File: src/occ_pkg.sv
package occ_pkg;
  // register addresses on the core's special-function register bus
  localparam logic [7:0] OCC_ADDR_CONTROL = 8'h8a;
  localparam logic [7:0] OCC_ADDR_CALIBRATION = 8'h8b;
  localparam logic [7:0] OCC_ADDR_SELECT = 8'h8f;
  // field positions
  localparam int OCC_ENABLE_BIT = 7;
  localparam int OCC_READY_BIT = 6;
  localparam int OCC_DIV_LSB = 0;
  localparam int OCC_SELECT_BIT = 0;
  // reset values; the calibration reset value is supplied from fuses
  localparam logic [7:0] OCC_CONTROL_RESET = 8'hc0;
  localparam logic OCC_SELECT_RESET = 1'b0;
  // divider field encodings
  localparam logic [1:0] OCC_DIV8 = 2'h0;
  localparam logic [1:0] OCC_DIV4 = 2'h1;
  localparam logic [1:0] OCC_DIV2 = 2'h2;
  localparam logic [1:0] OCC_DIV1 = 2'h3;
  // oscillator settling after enable or a calibration change
  localparam int OCC_SETTLE_NS = 100;
  localparam int OCC_CLK_PERIOD_PS = 5000;
  localparam int OCC_SETTLE_CYCLES = (OCC_SETTLE_NS * 1000 + OCC_CLK_PERIOD_PS - 1)
                                     / OCC_CLK_PERIOD_PS;
  localparam int OCC_SYNC_STAGES = 2;
endpackage

File: src/occ_div_if.sv
`timescale 1ns/1ps
`default_nettype none
interface occ_div_if;
  logic [1:0] div_sel;
  logic osc_run;
  logic tick;
  modport ctrl (output div_sel, output osc_run, input tick);
  modport div (input div_sel, input osc_run, output tick);
endinterface
`default_nettype wire

File: src/occ_clock_control.sv
`timescale 1ns/1ps
`default_nettype none
// Notes on behaviour
// - reset selects the internal oscillator as clock
// - eight-bit calibration, reset value from fuses
// - control bit 7 enables the internal oscillator
// - read-only bit 6 flags oscillator ready
// - field bits 1-0 divide by 8/4/2/1
// - clock from external, undivided or divided internal
// - select bit 0 chooses internal or external
module occ_clock_control (
  // clock and reset
  input wire logic clk,
  input wire logic rst,
  // factory calibration value captured after reset
  input wire logic [7:0] factory_cal,
  // special-function register port
  input wire logic [7:0] sfr_addr,
  input wire logic sfr_wr,
  input wire logic sfr_rd,
  input wire logic [7:0] sfr_wdata,
  output logic [7:0] sfr_rdata,
  // external oscillator clock edges, asynchronous
  input wire logic ext_osc_clock,
  // system clock enable and status
  output logic system_clock,
  output logic system_clock_external,
  output logic internal_osc_run,
  output logic [7:0] internal_osc_trim
);
  import occ_pkg::*;

  logic internal_osc_enable;
  logic [1:0] internal_clock_divider_field;
  logic [7:0] internal_osc_calibration;
  logic clock_source_select_bit;
  logic active_external;
  logic cal_loaded;
  logic [7:0] settle_count;
  logic internal_osc_ready_flag;
  logic [OCC_SYNC_STAGES-1:0] ext_sync;
  logic ext_prev;
  logic ext_edge;
  logic sel_control;
  logic sel_calibration;
  logic sel_select;
  logic [7:0] control_value;
  logic [7:0] next_rdata;
  logic next_system_clock;
  logic internal_tick;
  logic internal_tick_prev;
  logic internal_full_rate;
  logic switch_ok;
  logic wr_control;
  logic wr_calibration;
  logic wr_select;

  occ_div_if div_bus ();

  occ_divider u_divider (
    .clk(clk),
    .rst(rst),
    .bus(div_bus)
  );

  assign div_bus.div_sel = internal_clock_divider_field;
  assign div_bus.osc_run = internal_osc_enable && internal_osc_ready_flag;
  assign internal_tick = div_bus.tick;

  // one compare shared by the write enables and the read mux
  function automatic logic occ_addr_hit(input logic [7:0] addr, input logic [7:0] target);
    occ_addr_hit = (addr == target);
  endfunction

  // address decode
  assign sel_control = occ_addr_hit(sfr_addr, OCC_ADDR_CONTROL);
  assign sel_calibration = occ_addr_hit(sfr_addr, OCC_ADDR_CALIBRATION);
  assign sel_select = occ_addr_hit(sfr_addr, OCC_ADDR_SELECT);
  assign wr_control = sfr_wr && sel_control;
  assign wr_calibration = sfr_wr && sel_calibration;
  assign wr_select = sfr_wr && sel_select;

  // reserved bits 5-2 read as zero
  assign control_value = {internal_osc_enable, internal_osc_ready_flag, 4'h0,
                          internal_clock_divider_field};
  assign next_rdata = sel_control ? control_value :
                      sel_calibration ? internal_osc_calibration :
                      sel_select ? {7'h00, clock_source_select_bit} : 8'h00;

  // the external edge is only looked at after the two-stage synchroniser
  assign ext_edge = ext_sync[OCC_SYNC_STAGES-1] && !ext_prev;

  assign internal_full_rate = internal_tick && internal_tick_prev;
  // at 1/1 every cycle carries an internal pulse, so waiting for a gap would hang
  assign switch_ok = !ext_edge && (!internal_tick || internal_full_rate);

  // the mux follows the registered source, which only moves when switch_ok allows
  assign next_system_clock = active_external ? ext_edge : internal_tick;

  always_ff @(posedge clk or posedge rst) begin
    if (rst) begin
      internal_osc_enable <= OCC_CONTROL_RESET[OCC_ENABLE_BIT];
      internal_clock_divider_field <= OCC_CONTROL_RESET[1:0];
    end else if (wr_control) begin
      internal_osc_enable <= sfr_wdata[OCC_ENABLE_BIT];
      internal_clock_divider_field <= sfr_wdata[OCC_DIV_LSB +: 2];
    end
  end

  // the fuse value is a port, so it is loaded by a clocked step after release
  always_ff @(posedge clk or posedge rst) begin
    if (rst) begin
      cal_loaded <= 1'b0;
      internal_osc_calibration <= 8'h00;
    end else if (!cal_loaded) begin
      cal_loaded <= 1'b1;
      internal_osc_calibration <= factory_cal;
    end else if (wr_calibration) begin
      internal_osc_calibration <= sfr_wdata;
    end
  end

  always_ff @(posedge clk or posedge rst) begin
    if (rst) begin
      clock_source_select_bit <= OCC_SELECT_RESET;
    end else if (wr_select) begin
      clock_source_select_bit <= sfr_wdata[OCC_SELECT_BIT];
    end
  end

  // ready goes low while disabled or while a new trim settles
  always_ff @(posedge clk or posedge rst) begin
    if (rst) begin
      settle_count <= 8'h00;
      internal_osc_ready_flag <= 1'b0;
    end else if (!internal_osc_enable || !cal_loaded ||
                 wr_calibration) begin
      settle_count <= 8'h00;
      internal_osc_ready_flag <= 1'b0;
    end else if (settle_count < 8'(OCC_SETTLE_CYCLES)) begin
      settle_count <= settle_count + 8'h01;
    end else begin
      internal_osc_ready_flag <= 1'b1;
    end
  end

  // only the last stage leaves the synchroniser
  always_ff @(posedge clk or posedge rst) begin
    if (rst) begin
      ext_sync <= '0;
    end else begin
      ext_sync <= {ext_sync[OCC_SYNC_STAGES-2:0], ext_osc_clock};
    end
  end

  // reset low matches the idle pin, so no false edge follows reset
  always_ff @(posedge clk or posedge rst) begin
    if (rst) begin
      ext_prev <= 1'b0;
    end else begin
      ext_prev <= ext_sync[OCC_SYNC_STAGES-1];
    end
  end

  // two ticks in a row mean the prescaler runs at 1/1
  always_ff @(posedge clk or posedge rst) begin
    if (rst) begin
      internal_tick_prev <= 1'b0;
    end else begin
      internal_tick_prev <= internal_tick;
    end
  end

  // the select is adopted only between pulses, or at 1/1 on any cycle without an external edge, so no pulse is cut short
  always_ff @(posedge clk or posedge rst) begin
    if (rst) begin
      active_external <= 1'b0;
    end else if (switch_ok) begin
      active_external <= clock_source_select_bit;
    end
  end

  always_ff @(posedge clk or posedge rst) begin
    if (rst) begin
      system_clock <= 1'b0;
    end else begin
      system_clock <= next_system_clock;
    end
  end

  always_ff @(posedge clk or posedge rst) begin
    if (rst) begin
      system_clock_external <= 1'b0;
    end else begin
      system_clock_external <= active_external;
    end
  end

  always_ff @(posedge clk or posedge rst) begin
    if (rst) begin
      internal_osc_run <= 1'b0;
    end else begin
      internal_osc_run <= internal_osc_enable;
    end
  end

  always_ff @(posedge clk or posedge rst) begin
    if (rst) begin
      internal_osc_trim <= 8'h00;
    end else begin
      internal_osc_trim <= internal_osc_calibration;
    end
  end

  // read data holds until the next read strobe
  always_ff @(posedge clk or posedge rst) begin
    if (rst) begin
      sfr_rdata <= 8'h00;
    end else if (sfr_rd) begin
      sfr_rdata <= next_rdata;
    end
  end
endmodule
`default_nettype wire

File: src/occ_divider.sv
`timescale 1ns/1ps
`default_nettype none
// prescaler: one-cycle tick at 1/1, 1/2, 1/4 or 1/8 of the oscillator rate
module occ_divider (
  // clock and reset
  input wire logic clk,
  input wire logic rst,
  // control side
  occ_div_if.div bus
);
  import occ_pkg::*;
  logic [2:0] count;
  logic [1:0] active_sel;
  logic wrap;
  logic [2:0] limit;
  assign limit = (active_sel == OCC_DIV8) ? 3'h7 :
                 (active_sel == OCC_DIV4) ? 3'h3 :
                 (active_sel == OCC_DIV2) ? 3'h1 : 3'h0;
  assign wrap = (count >= limit);
  // the new ratio is only adopted at a period boundary, so no short period
  always_ff @(posedge clk or posedge rst) begin
    if (rst) begin
      count <= 3'h0;
      active_sel <= OCC_DIV8;
      bus.tick <= 1'b0;
    end else if (!bus.osc_run) begin
      count <= 3'h0;
      bus.tick <= 1'b0;
    end else begin
      count <= wrap ? 3'h0 : count + 3'h1;
      if (wrap) begin
        active_sel <= bus.div_sel;
      end
      bus.tick <= wrap;
    end
  end
endmodule
`default_nettype wire

File: config.mk
export PLATFORM = sky130hd
export DESIGN_NAME = occ_clock_control
export DESIGN_NICKNAME = d
export VERILOG_FILES = /design/src/occ_pkg.sv /design/src/occ_div_if.sv /design/src/occ_clock_control.sv /design/src/occ_divider.sv
export SDC_FILE = /design/constraint.sdc
export NUM_CORES = 1
export LEC_CHECK = 0
export BUFFER_PORTS_ARGS = -buffer_cell sky130_fd_sc_hd__buf_2
export CORE_MARGIN = 4
export CORE_UTILIZATION = 52
export CTS_CLUSTER_DIAMETER = 80
export DETAILED_ROUTE_END_ITERATION = 7
export PLACE_DENSITY_LB_ADDON = 0.3
export SLEW_MARGIN = 20
export SYNTH_ARGS = -nofsm -noshare
export SYNTH_HDL_FRONTEND = slang
export SYNTH_SLANG_ARGS = --single-unit
export TNS_END_PERCENT = 5
File: constraint.sdc
create_clock -name clk -period 2.5 [get_ports clk]
set_input_delay 0.75 -clock clk [delete_from_list [all_inputs] [get_ports clk]]
set_output_delay 0.75 -clock clk [all_outputs]
set_load 0.005 [all_outputs]
# Yosys cells after proc, flatten, opt, wreduce, memory -nomap -nowiden
# Cells that the tools add are included.
totals:
  ff_bits: 52
  latchBits: 0
  mem_bits_rw: 0
  rom_bits: 0
  output_inout_bits: 19
  word_cells: 64
  n_memories: 0
op_classes:
  add_sub_neg: 2
  n_mul: 0
  n_div: 0
  n_lt_le_gt_ge: 2
  n_eq_ne: 7
  shifts: 0
  n_mux: 16
  n_bitwise: 0
  reduce_logical: 18
ops:
  columns: ["op", "n"]
  rows:
  - ["two-way mux 8 bit", 6]
  - ["== test 8 bit (second input constant)", 3]
  - ["two-way mux 3 bit", 4]
  - ["adder 8 x 1 -> 8 bit (second input constant)", 1]
  - ["< comparator 8 x 5 -> 1 bit (second input constant)", 1]
  - ["logical AND 1 bit", 7]
  - ["two-way mux 1 bit", 6]
  - ["logical NOT 1 bit", 5]
  - ["adder 3 x 1 -> 3 bit (second input constant)", 1]
  - [">= comparator 3 bit", 1]
  - ["logical OR 1 bit", 3]
  - ["== test 2 x 1 -> 1 bit (second input constant)", 1]
  - ["== test 2 bit (second input constant)", 1]
  - ["logical NOT 2 bit", 1]
  - ["!= test 2 x 1 -> 1 bit (second input constant)", 1]
  - ["!= test 2 bit (second input constant)", 1]
  - ["AND reduction 2 bit", 1]
  - ["nonzero test 2 bit", 1]

# Longest topological paths before layout
# Gate-level depths: netlist (run 1).
logic_depth:
  word_depth: 7
  ltp_mapped: 6
  mapped_depth_nobuf: 6

# Modules after synthesis
# A second synthesis (run 1) with hierarchy kept.
hier_totals:
  hier_cells: 195
  hier_area_um2: 2235.9
modules_own_cells:
  columns: ["module", "instances", "cells_per_inst", "area_each_um2", "seq_area_each_um2"]
  rows:
  - ["occ_clock_control", 1, 166, 1909.3, 1152.4]
  - ["occ_divider", 1, 29, 326.6, 150.1]

# Worst setup path after synthesis (run 1)
# No wires, ideal clock.
synth_path:
  path_kind: "input to register"
  from: "input sfr_addr[4]"
  to: "register internal_osc_calibration[0]"
  arrival_time_ns: 1.633
  required_time_ns: 2.363
  slack_ns: 0.730
  path_stages: 5
  cell_sequence: "nand4bb_4 > nor4_2 > buf_6 > mux2i_1 > a21oi_1"
synth_between:
  elab_chain_len: 3
synth_lines:
  columns: ["item", "line_no", "source"]
  rows:
  - ["start: declaration", "occ_clock_control.sv:18", "input wire logic [7:0] sfr_addr,"]
  - ["== test 8 bit", "occ_clock_control.sv:72", "occ_addr_hit = (addr == target);"]
  - ["logical AND 1 bit", "occ_clock_control.sv:80", "assign wr_calibration = sfr_wr && sel_calibration;"]
  - ["!= test 2 x 1 -> 1 bit (no source line)", null, null]
  - ["end signal: assignment", "occ_clock_control.sv:117", "internal_osc_calibration <= factory_cal;"]
  - ["end signal: assignment", "occ_clock_control.sv:119", "internal_osc_calibration <= sfr_wdata;"]
  - ["end: declaration", "occ_clock_control.sv:35", "logic [7:0] internal_osc_calibration;"]
# Every way passes these cells.
# A chain may end at the register's enable or synchronous reset.

# Worst setup path in the final report (run 1)
layout_path:
  from: "register u_divider.active_sel[0]"
  to: "register u_divider.active_sel[1]"
layout_between:
  elab_chain_len: 6
  word_cells_on_any_way: 8
layout_lines:
  columns: ["item", "line_no", "source"]
  rows:
  - ["start: declaration", "occ_divider.sv:13", "logic [1:0] active_sel;"]
  - ["start signal: assignment", "occ_divider.sv:32", "active_sel <= bus.div_sel;"]
  - ["== test 2 bit", "occ_divider.sv:18", "(active_sel == OCC_DIV2) ? 3'h1 : 3'h0;"]
  - ["two-way mux 1 bit", "occ_divider.sv:18", null]
  - ["two-way mux 3 bit", "occ_divider.sv:17", "(active_sel == OCC_DIV4) ? 3'h3 :"]
  - ["two-way mux 3 bit (*)", "occ_divider.sv:16", "assign limit = (active_sel == OCC_DIV8) ? 3'h7 :"]
  - [">= comparator 3 bit (*)", "occ_divider.sv:19", "assign wrap = (count >= limit);"]
  - ["AND reduction 2 bit (no source line) (*)", null, null]
# Mark *: on every way between the ends. The rest lies on a longest branch, timed or not.

==> run metrics, run 1 <==
TritonCTS Buffers=5; met1 WL=between 1.5 and 2 mm; Layout Nets=about 250; clock tree from TritonCTS=built; Slew headroom=just under 60%; placed cell area=2370 sq um; vias per std cell=5.16; R2R Setup Slk=640 ps; Synth Area in Compound Gates=8.16%; Die X=just over 70 microns; hold endpoint=ext_sync[1]$_DFF_PP0_; DRT antenna net count=0; WL met2=2.00 mm; fin. max-slew vios=0; Worst Max-Slew Pin Slew=614 ps; post-CTS setup repair buffer count=0; core area=3770 sq um; combinational family with the most area after synthesis=simple AND/OR/NAND/NOR gates; routed wl met3=232 microns; H-tree level count=2; Sink Count=52; final worst-path setup slack=640 ps; Die H=71.3 microns; worst min-delay path category=register to register; part of the power in registers=61.4%; crit path max fanout=3; Syn. warnings=0; Setup TNS=0 ps; dpl cells=259; Fill cells=288; Setup CP Type=register to register; xor and xnor area share after synthesis=roughly 1.7%; Internal Pwr Total=roughly 1.1 mW; Final GP Congestion=roughly 0.77; register area share after synthesis=62.5%; f_max=about 540 MHz; total vias in the final route=1,379; layout cells sized above 1=about a third; max cap viols=0; non-filler cells, final=267; Ports=48; WL/cell=14.5 microns; hpwl dp=2.92 mm; Post-Synth Simple-Gate Area=13.2%; peak supply drop=a little over 0.0005 V; multi-input logic area=717 sq um; Core Rows=22; first drt pass iteration count=4; Arrival @ worst endpoint=2040 ps; fin area=between 2000 and 2500 sq um; Final Cycle Share=roughly 74%; Post-Syn Nets=201; Avg Synthesized Cell Area=between 10 and 15 sq um; GRT Util Overall=between 10% and 20%; Crit Reg-Reg Endpoint=u_divider.active_sel[1]$_DFFE_PP0P_; drt drc=0; minimum clock period=1860 ps; die area=5090 sq um; Static Leakage=1.23 nW; area share of fa/ha/maj cells after synthesis=3.00%; mux cell area share after synthesis=under 10%; total grt overflow=0; CTS Buffer Depth=2; Syn Inst Count=167; crit path from=u_divider.active_sel[0]$_DFFE_PP0P_; IO buf count=47; clock latency at the later pin of the worst-skew pair=between 200 and 300 ps; register area=1300 sq um; hold path depth=0; Setup violations, final=0; drt first-iter violations=between 40 and 50; Resize count post-CTS=0; net switching power=0.321 mW; Critical Path End Type=register; RSZ-0062 raised after global routing=false; skew final=9.21 ps; highest metal used=met4; number of synthesized register bits=52; Sw Ratio=22.0%; largest net degree at the start of global routing=53; initial core utilization=55.3%; Worst R2R Path Depth=6; Yosys cell types=36; vias in the first global route=~1,400; Clock power frac=32.1%; status=finished clean; min-delay src=ext_sync[0]$_DFF_PP0_; Combinational Power Share=6.5%; first-pass GRT wire length=6.44 mm; # hold bufs at CTS=0; n_diodes=0; CTS root buf=clkbuf_8; final hold vios=0; CP Launch Type=register; Worst EP required=2680 ps; initial antenna violation count=0; final WL=3.88 mm; hold slack=367 ps; Clk pin slew, worst setup/hold paths=90 ps; Mapped Area=2080 sq um; pre-CTS WS=440 ps; power per cell area=594 nW/um^2; Area Overhead vs Synth=18.0%; r2r startpoint=u_divider.active_sel[0]$_DFFE_PP0P_
[sequential cells by signal, summed over array words and instances (netlist names)]
name and flops:
div_bus.div_sel 2, u_divider.active_sel 2, u_divider.count 3, settle_count 8, internal_osc_trim 8, clock_source_select_bit 1, internal_tick_prev 1, u_divider.bus.tick 1
sfr_rdata 8, active_external 1, system_clock 1, internal_osc_calibration 8, cal_loaded 1, ext_prev 1, internal_osc_enable 1, internal_osc_ready_flag 1
internal_osc_run 1, ext_sync 2, system_clock_external 1
[through the flow]
| stage | utilization (%) | power [mW] |
|---|---|---|
| floorplan | - | 0.954 |
| global placement | 62.8 | 1.01 |
| detailed placement | 62.8 | 1.01 |
| CTS | 65.2 | 1.48 |
| global route | 65.2 | 1.53 |
| finish | 65.2 | 1.46 |
[synth_stat cells, drive strengths merged]
cell type,number,share of area (%)
clkbuf,3,0.54
xor2,3,1.3
nor2,22,4.0
and3,1,0.30
nand4,2,0.60
o2111ai,1,0.42
buf,2,0.78
mux2i,8,3.8
mux2,8,4.3
nor2b,5,1.5
ha,5,3.0
nand3,3,0.72
nand2,7,1.3
o2bb2ai,1,0.42
a22o,4,1.7
a221o,3,1.4
nand4bb,1,1.3
a41oi,1,0.42
conb,1,0.18
nand3b,2,1.3
dfrtp,51,61
a22oi,1,0.36
a21oi,10,2.4
xnor2,1,0.42
nand2b,1,0.30
dfstp,1,1.3
o22ai,1,0.30
o21ai,3,0.72
and4b,1,0.48
inv,10,1.8
nor4,2,0.90
or2,1,0.30
nor3,1,0.24
[cell families after synthesis]
group	after synthesis
compound gates	25
flops	52
other cells	1
fa+ha+maj	5
buf+inv	15
simple gates	49
xor+xnor	4
mux	16
[cells in the final DEF, fill, tap and decap left out, drive strengths merged, types with 3 or more instances in the layout]
cell type / count
dfrtp: 51
buf: 49
nor2: 22
a21oi: 10
inv: 10
mux2: 8
mux2i: 8
nand2: 7
clkbuf: 6
nor2b: 5
ha: 5
a22o: 4
xor2: 3
o21ai: 3
nand3: 3
a221o: 3
[per-layer routing]
| metal | GRT usage, % | up-vias |
|---|---|---|
| met5 | 0 | - |
| met4 | 6.26 | 0 |
| met3 | 5.33 | 4 |
| met2 | 26.7 | 33 |
| met1 | 20.1 | 667 |
| li1 | - | 675 |
[worst max path at each step]
stage	to	slack, ps	depth (start not counted)
after floorplan	active_external$_DFFE_PP0P_	490	1
after global placement	internal_osc_calibration[5]$_DFFE_PP0P_	550	6
after detailed placement	internal_osc_calibration[6]$_DFFE_PP0P_	440	6
after CTS	u_divider.active_sel[0]$_DFFE_PP0P_	630	6
after global routing	u_divider.active_sel[0]$_DFFE_PP0P_	510	6
final	u_divider.active_sel[1]$_DFFE_PP0P_	640	6
[worst max-delay path: stages, from the launching register on]
cell and delay (ps):
dfrtp_1 410, or2_2 300, ha_1 290, a21oi_1 150, o21ai_0 100, nand3_1 140
mux2_2 350
[cell type report]
class	instances	area share [%]
inverters	10	1.53
multi-input cells	100	29.1
clock buffers	6	3.36
flip-flops and latches	52	53.0
repair buffers	49	10.2
well taps	48	2.44
clock inverters	2	0.407
[power groups by stage]
stage	sequential [mW]	combinational [mW]	clock, mW
floorplan	0.907	0.0470	0
global placement	0.912	0.0929	0
detailed placement	0.914	0.0978	0
CTS	0.898	0.0980	0.486
global route	0.903	0.108	0.521
finish	0.897	0.0951	0.468
Power figures use the tool's default switching activity.
==> inputs of run 2 (changes only) <==
CORE_UTILIZATION = 47   (was 52)
clock period = 1.6 ns   (was 2.5 ns; I/O delays follow)
==> run 2 against run 1 <==
The flow now finishes with violations (negative setup slack). Worst hold slack lost 250 ps. Worst setup slack worse by 700 ps. Largest power group unchanged. Highest routed layer unchanged. Global-route usage grew 0.40 points. First-iteration DRC count is 100% higher. Core utilization rose by 0.32 points. Clock skew decreased by 4.8 ps. Non-clock buffer count up 15.
==> run metrics, run 2 (synthesized netlist as in run 1, its figures left out) <==
total grt overflow=0; minimum clock period=1660 ps; Setup CP Type=register to register; WL/cell=14.3 microns; Arrival @ worst endpoint=roughly 1900 ps; first-pass GRT wire length=just under 7 mm; largest net degree at the start of global routing=24; Static Leakage=between 1 and 1.5 nW; TritonCTS Buffers=5; placed cell area=2490 sq um; dpl cells=approximately 270; die area=5560 sq um; core area=4140 sq um; Clk pin slew, worst setup/hold paths=90 ps; worst min-delay path category=input port to asynchronous set/reset pin; commonest non-fill, non-tap cells in the layout=51 x dfrtp_1, 47 x buf_2, 22 x nor2_1, 16 x buf_4; vias in the first global route=1,454; Ports=48; hold slack=119 ps; Die H=74.6 microns; Setup violations, final=3; CTS root buf=clkbuf_8; total vias in the final route=roughly 1,400; commonest non-fill, non-tap cell in the layout=dfrtp_1; clock latency at the later pin of the worst-skew pair=about 300 ps; final hold vios=0; fin. max-slew vios=0; Fill cells=~330; power per cell area=1020 nW/um^2; initial antenna violation count=0; IO buf count=47; crit path max fanout=3; Power Total=roughly 2.8 mW; drt first-iter violations=95; first drt pass iteration count=4; CP Launch Type=register; Sink Count=52; peak supply drop=0.000694 V; Worst EP required=around 1800 ps; n_diodes=0; final WL=4.05 mm; Final GP Congestion=0.859; CTS Buffer Depth=2; GRT Util Overall=~17%; fin util=65.5%; failing checks=negative setup slack; Layout Nets=~270; f_max=602 MHz; Critical Path End Type=register; # hold bufs at CTS=0; drt drc=0; layout cells sized above 1=approximately two fifths; hpwl dp=2.96 mm; Die X=approximately 75 microns; Final Cycle Share=104%; fin area=2720 sq um; vias per std cell=around 5; Core Rows=23; max cap viols=0; clock tree from TritonCTS=built; non-filler cells, final=between 200 and 300; RSZ-0062 raised after global routing=true; Area Overhead vs Synth=30.3%; initial core utilization=50.3%; H-tree level count=2; skew final=4.42 ps; status=complete, but fails checks; DRT antenna net count=0; final worst-path setup slack=-61.3 ps
[run 2: cell types whose count changed in the layout (fill, tap and decap cells not counted), moves of 2 or more]
cell / change
buf_4: +14
bufinv_16: +3
clkinv_2: -2
mux2_2: -2
mux2_4: +2
[run 2: cell type report]
| cell class | instances | area [sq um] | share of cell area (%) |
|---|---|---|---|
| Multi-Input combinational cell | 100 | 776 | 28.6 |
| Clock inverter | 3 | 90.1 | 3.32 |
| Clock buffer | 5 | 68.8 | 2.53 |
| Inverter | 10 | 41.3 | 1.52 |
| Sequential cell | 52 | 1300 | 48.0 |
| Tap cell | 50 | 62.6 | 2.30 |
| Timing Repair Buffer | 64 | 375 | 13.8 |
[run 2: worst max-delay path, stage by stage (launching register included)]
cell and delay [ps]:
dfrtp_1 390, or2_4 260, ha_4 300, nand2_4 50
o21ai_2 130, nand3_2 120, mux2_4 310
[run 2: per-layer routing]
metal	GRT usage, %	wire length [microns]
met5	0	0
met4	4.74	48
met3	5.14	261
met2	26.8	1980
met1	22.1	1760
[run 2: worst paths after layout]
| check | startpoint | to | slack (ps) | cells after the start |
|---|---|---|---|---|
| max | u_divider.active_sel[0]$_DFFE_PP0P_ | u_divider.active_sel[1]$_DFFE_PP0P_ | -60 | 6 |
| min | rst | internal_osc_run$_DFF_PP0_ | 120 | 2 |
| max reg2reg | u_divider.active_sel[0]$_DFFE_PP0P_ | u_divider.active_sel[1]$_DFFE_PP0P_ | -60 | 6 |
| min reg2reg | ext_sync[0]$_DFF_PP0_ | ext_sync[1]$_DFF_PP0_ | 360 | 0 |
| max in group asynchronous | rst | u_divider.count[0]$_DFF_PP0_ | 980 | 3 |
| min in group clk | ext_osc_clock | ext_sync[0]$_DFF_PP0_ | 280 | 1 |
[run 2: power breakdown]
part / total (mW) / switching, mW / leakage [nW] / internal (mW)
combinational: 0.161 / 0.0820 / 0.614 / 0.0794
sequential: 1.40 / 0.0356 / 0.667 / 1.37
clock: 1.20 / 0.419 / 0.0784 / 0.781
[run 2: per-stage QoR]
step / setup WS, ps / setup TNS, ps
floorplan: 8.34 / 0
global placement: -70.1 / -852
detailed placement: -104 / -1270
CTS: -53.1 / -185
global route: -113 / -442
finish: -61.3 / -135
[run 2: repair_timing]
item / CTS / global route
endpoints found under the setup margin: 2 / 6
endpoints found under the hold margin: 0 / 0
setup buffers: 3 / 0
gates resized for setup: 7 / 3
pin swaps: 5 / 6
==> inputs of run 3 (changes only) <==
CORE_ASPECT_RATIO = 0.9   (was not set)
==> run 3 against run 2 <==
Clock-buffer cell count grew 1. Design area fell by 3.9%. Maximum frequency decreased by 1.1%. The run still ends with negative setup slack left. Combinational power is 4% lower. Sequential share of layout area rose by 1.9 points. Clock power fell by 27%. Highest routed layer unchanged. Critical path type unchanged.
==> run metrics, run 3 (synthesized netlist as in run 1, its figures left out) <==
status=complete, but fails checks; failing checks=negative setup slack; Die X=78.2 microns; n_diodes=0; Setup violations, final=2; commonest non-fill, non-tap cells in the layout=51 x dfrtp_1, 47 x buf_2, 22 x nor2_1, 10 x buf_4; drt first-iter violations=54; fin. max-slew vios=0; IO buf count=47; Critical Path End Type=register; die area=5570 sq um; total grt overflow=0; first-pass GRT wire length=6.57 mm; Arrival @ worst endpoint=1880 ps; crit-path max cell delay=380 ps; dpl cells=279; RSZ-0062 raised after global routing=true; final hold vios=0; TritonCTS Buffers=5; Buf+Inv Stages, Crit Path=0; CTS root buf=clkbuf_8; Worst Max-Slew Pin Slew=551 ps; f_max=595 MHz; clock latency at the later pin of the worst-skew pair=310 ps; DRT antenna net count=0; worst min-delay path category=input port to asynchronous set/reset pin; Static Leakage=~1.3 nW; vias in the first global route=1,376; worst-path cell chain=or2_4 -> ha_4 -> a21oi_2 -> o21ai_2 -> nand3_2 -> mux2_4; core area=4180 sq um; Ports=48; largest net degree at the start of global routing=28; commonest non-fill, non-tap cell in the layout=dfrtp_1; vias per std cell=4.76; crit path max-delay cell type=dfrtp_1; skew final=5.34 ps; peak supply drop=0.000479 V; Sink Count=52; max cap viols=0; Final GP Congestion=0.813; drt drc=0; Setup CP Type=register to register; Final Cycle Share=105%; GRT Util Overall=roughly 15%; H-tree level count=2; CTS Buffer Depth=2; Die H=between 70 and 80 microns; minimum clock period=1680 ps; initial antenna violation count=0; clock tree from TritonCTS=built; crit path max fanout=3; power per cell area=931 nW/um^2; non-filler cells, final=288; Worst EP required=~1800 ps; CP Launch Type=register; hpwl dp=2.87 mm; CP top delay family=flip-flops; first drt pass iteration count=4; total vias in the final route=1,370; Area Overhead vs Synth=25.3%; initial core utilization=49.8%; # hold bufs at CTS=0; Core Rows=22; Slew headroom=63.3%; Clk pin slew, worst setup/hold paths=90 ps; final WL=slightly below 4 mm; layout cells sized above 1=between 30% and 40%; WL/cell=13.5 microns; Power Total=~2.4 mW; Layout Nets=261; final worst-path setup slack=-80.4 ps
-- run 3: cell count changes in the layout (fill, tap and decap cells not counted) --
cell,change
clkbuf_1,+1
nor2b_2,-1
a21oi_2,+1
nand2_2,+1
clkinv_2,+1
buf_4,-6
a21oi_4,-1
bufinv_16,-2
nand2_4,-1
o2111ai_1,+1
nor2b_1,+1
o2111ai_2,-1
-- run 3: worst paths after layout --
path / slack, ps / cells after the start / to / startpoint
max: -80 / 6 / u_divider.active_sel[0]$_DFFE_PP0P_ / u_divider.active_sel[1]$_DFFE_PP0P_
min: 170 / 2 / system_clock$_DFF_PP0_ / rst
max reg2reg: -80 / 6 / u_divider.active_sel[0]$_DFFE_PP0P_ / u_divider.active_sel[1]$_DFFE_PP0P_
min reg2reg: 350 / 0 / ext_sync[1]$_DFF_PP0_ / ext_sync[0]$_DFF_PP0_
max in group asynchronous: 970 / 3 / internal_osc_calibration[3]$_DFFE_PP0P_ / rst
min in group clk: 270 / 1 / ext_sync[0]$_DFF_PP0_ / ext_osc_clock
-- run 3: layout make-up --
cell class              instances  area [sq um]
repair buffers                 58           330
fillers                       354          1570
multi-input cells             100           754
flip-flops and latches         52          1300
clock inverters                 2          35.0
inverters                      10          41.3
clock buffers                   6          72.6
well taps                      60          75.1
-- run 3: worst register-to-register path: cells and delay by family (launching register included) --
| family | cells | cell delay (ps) |
|---|---|---|
| and+or+nand+nor | 2 | 380 |
| adders and majority gates | 1 | 250 |
| muxes | 1 | 300 |
| AOI/OAI and AO/OA | 2 | 260 |
| DFF | 1 | 380 |
-- run 3: metal layers --
layer / GRT usage (%) / up-vias / share of wire (%) / routed length, microns
met2: 23.8 / 32 / 46 / 1780
met3: 5.09 / 6 / 6.2 / 241
met5: 0 / - / 0 / 0
met1: 20.0 / 639 / 46 / 1810
li1: - / 693 / - / -
met4: 6.99 / 0 / 1.8 / 71
-- run 3: metrics by stage --
step	instance area [sq um]	setup WS, ps	hold WS, ps	setup TNS (ps)	utilization, %
after floorplan	2110	8.34	331	0	-
after global placement	2480	-119	336	-2330	59.2
after detailed placement	2480	-217	338	-3600	59.2
after CTS	2610	-80.7	175	-172	62.4
after global routing	2610	-120	195	-517	62.4
final	2610	-80.4	171	-160	62.4
-- run 3: what timing repair did --
item	in CTS	in global routing
resized for setup	6	0
pin swaps	5	1
endpoints found under the setup margin	2	6
setup buffers	1	0
gates cloned	0	0
-- run 3: where the power goes --
part	internal, mW	switching (mW)	leakage, nW	total (mW)
Combinational	0.0766	0.0775	0.563	0.154
Sequential	1.37	0.0376	0.667	1.40
Clock	0.464	0.410	0.0552	0.874
Total	1.91	0.525	1.29	2.43
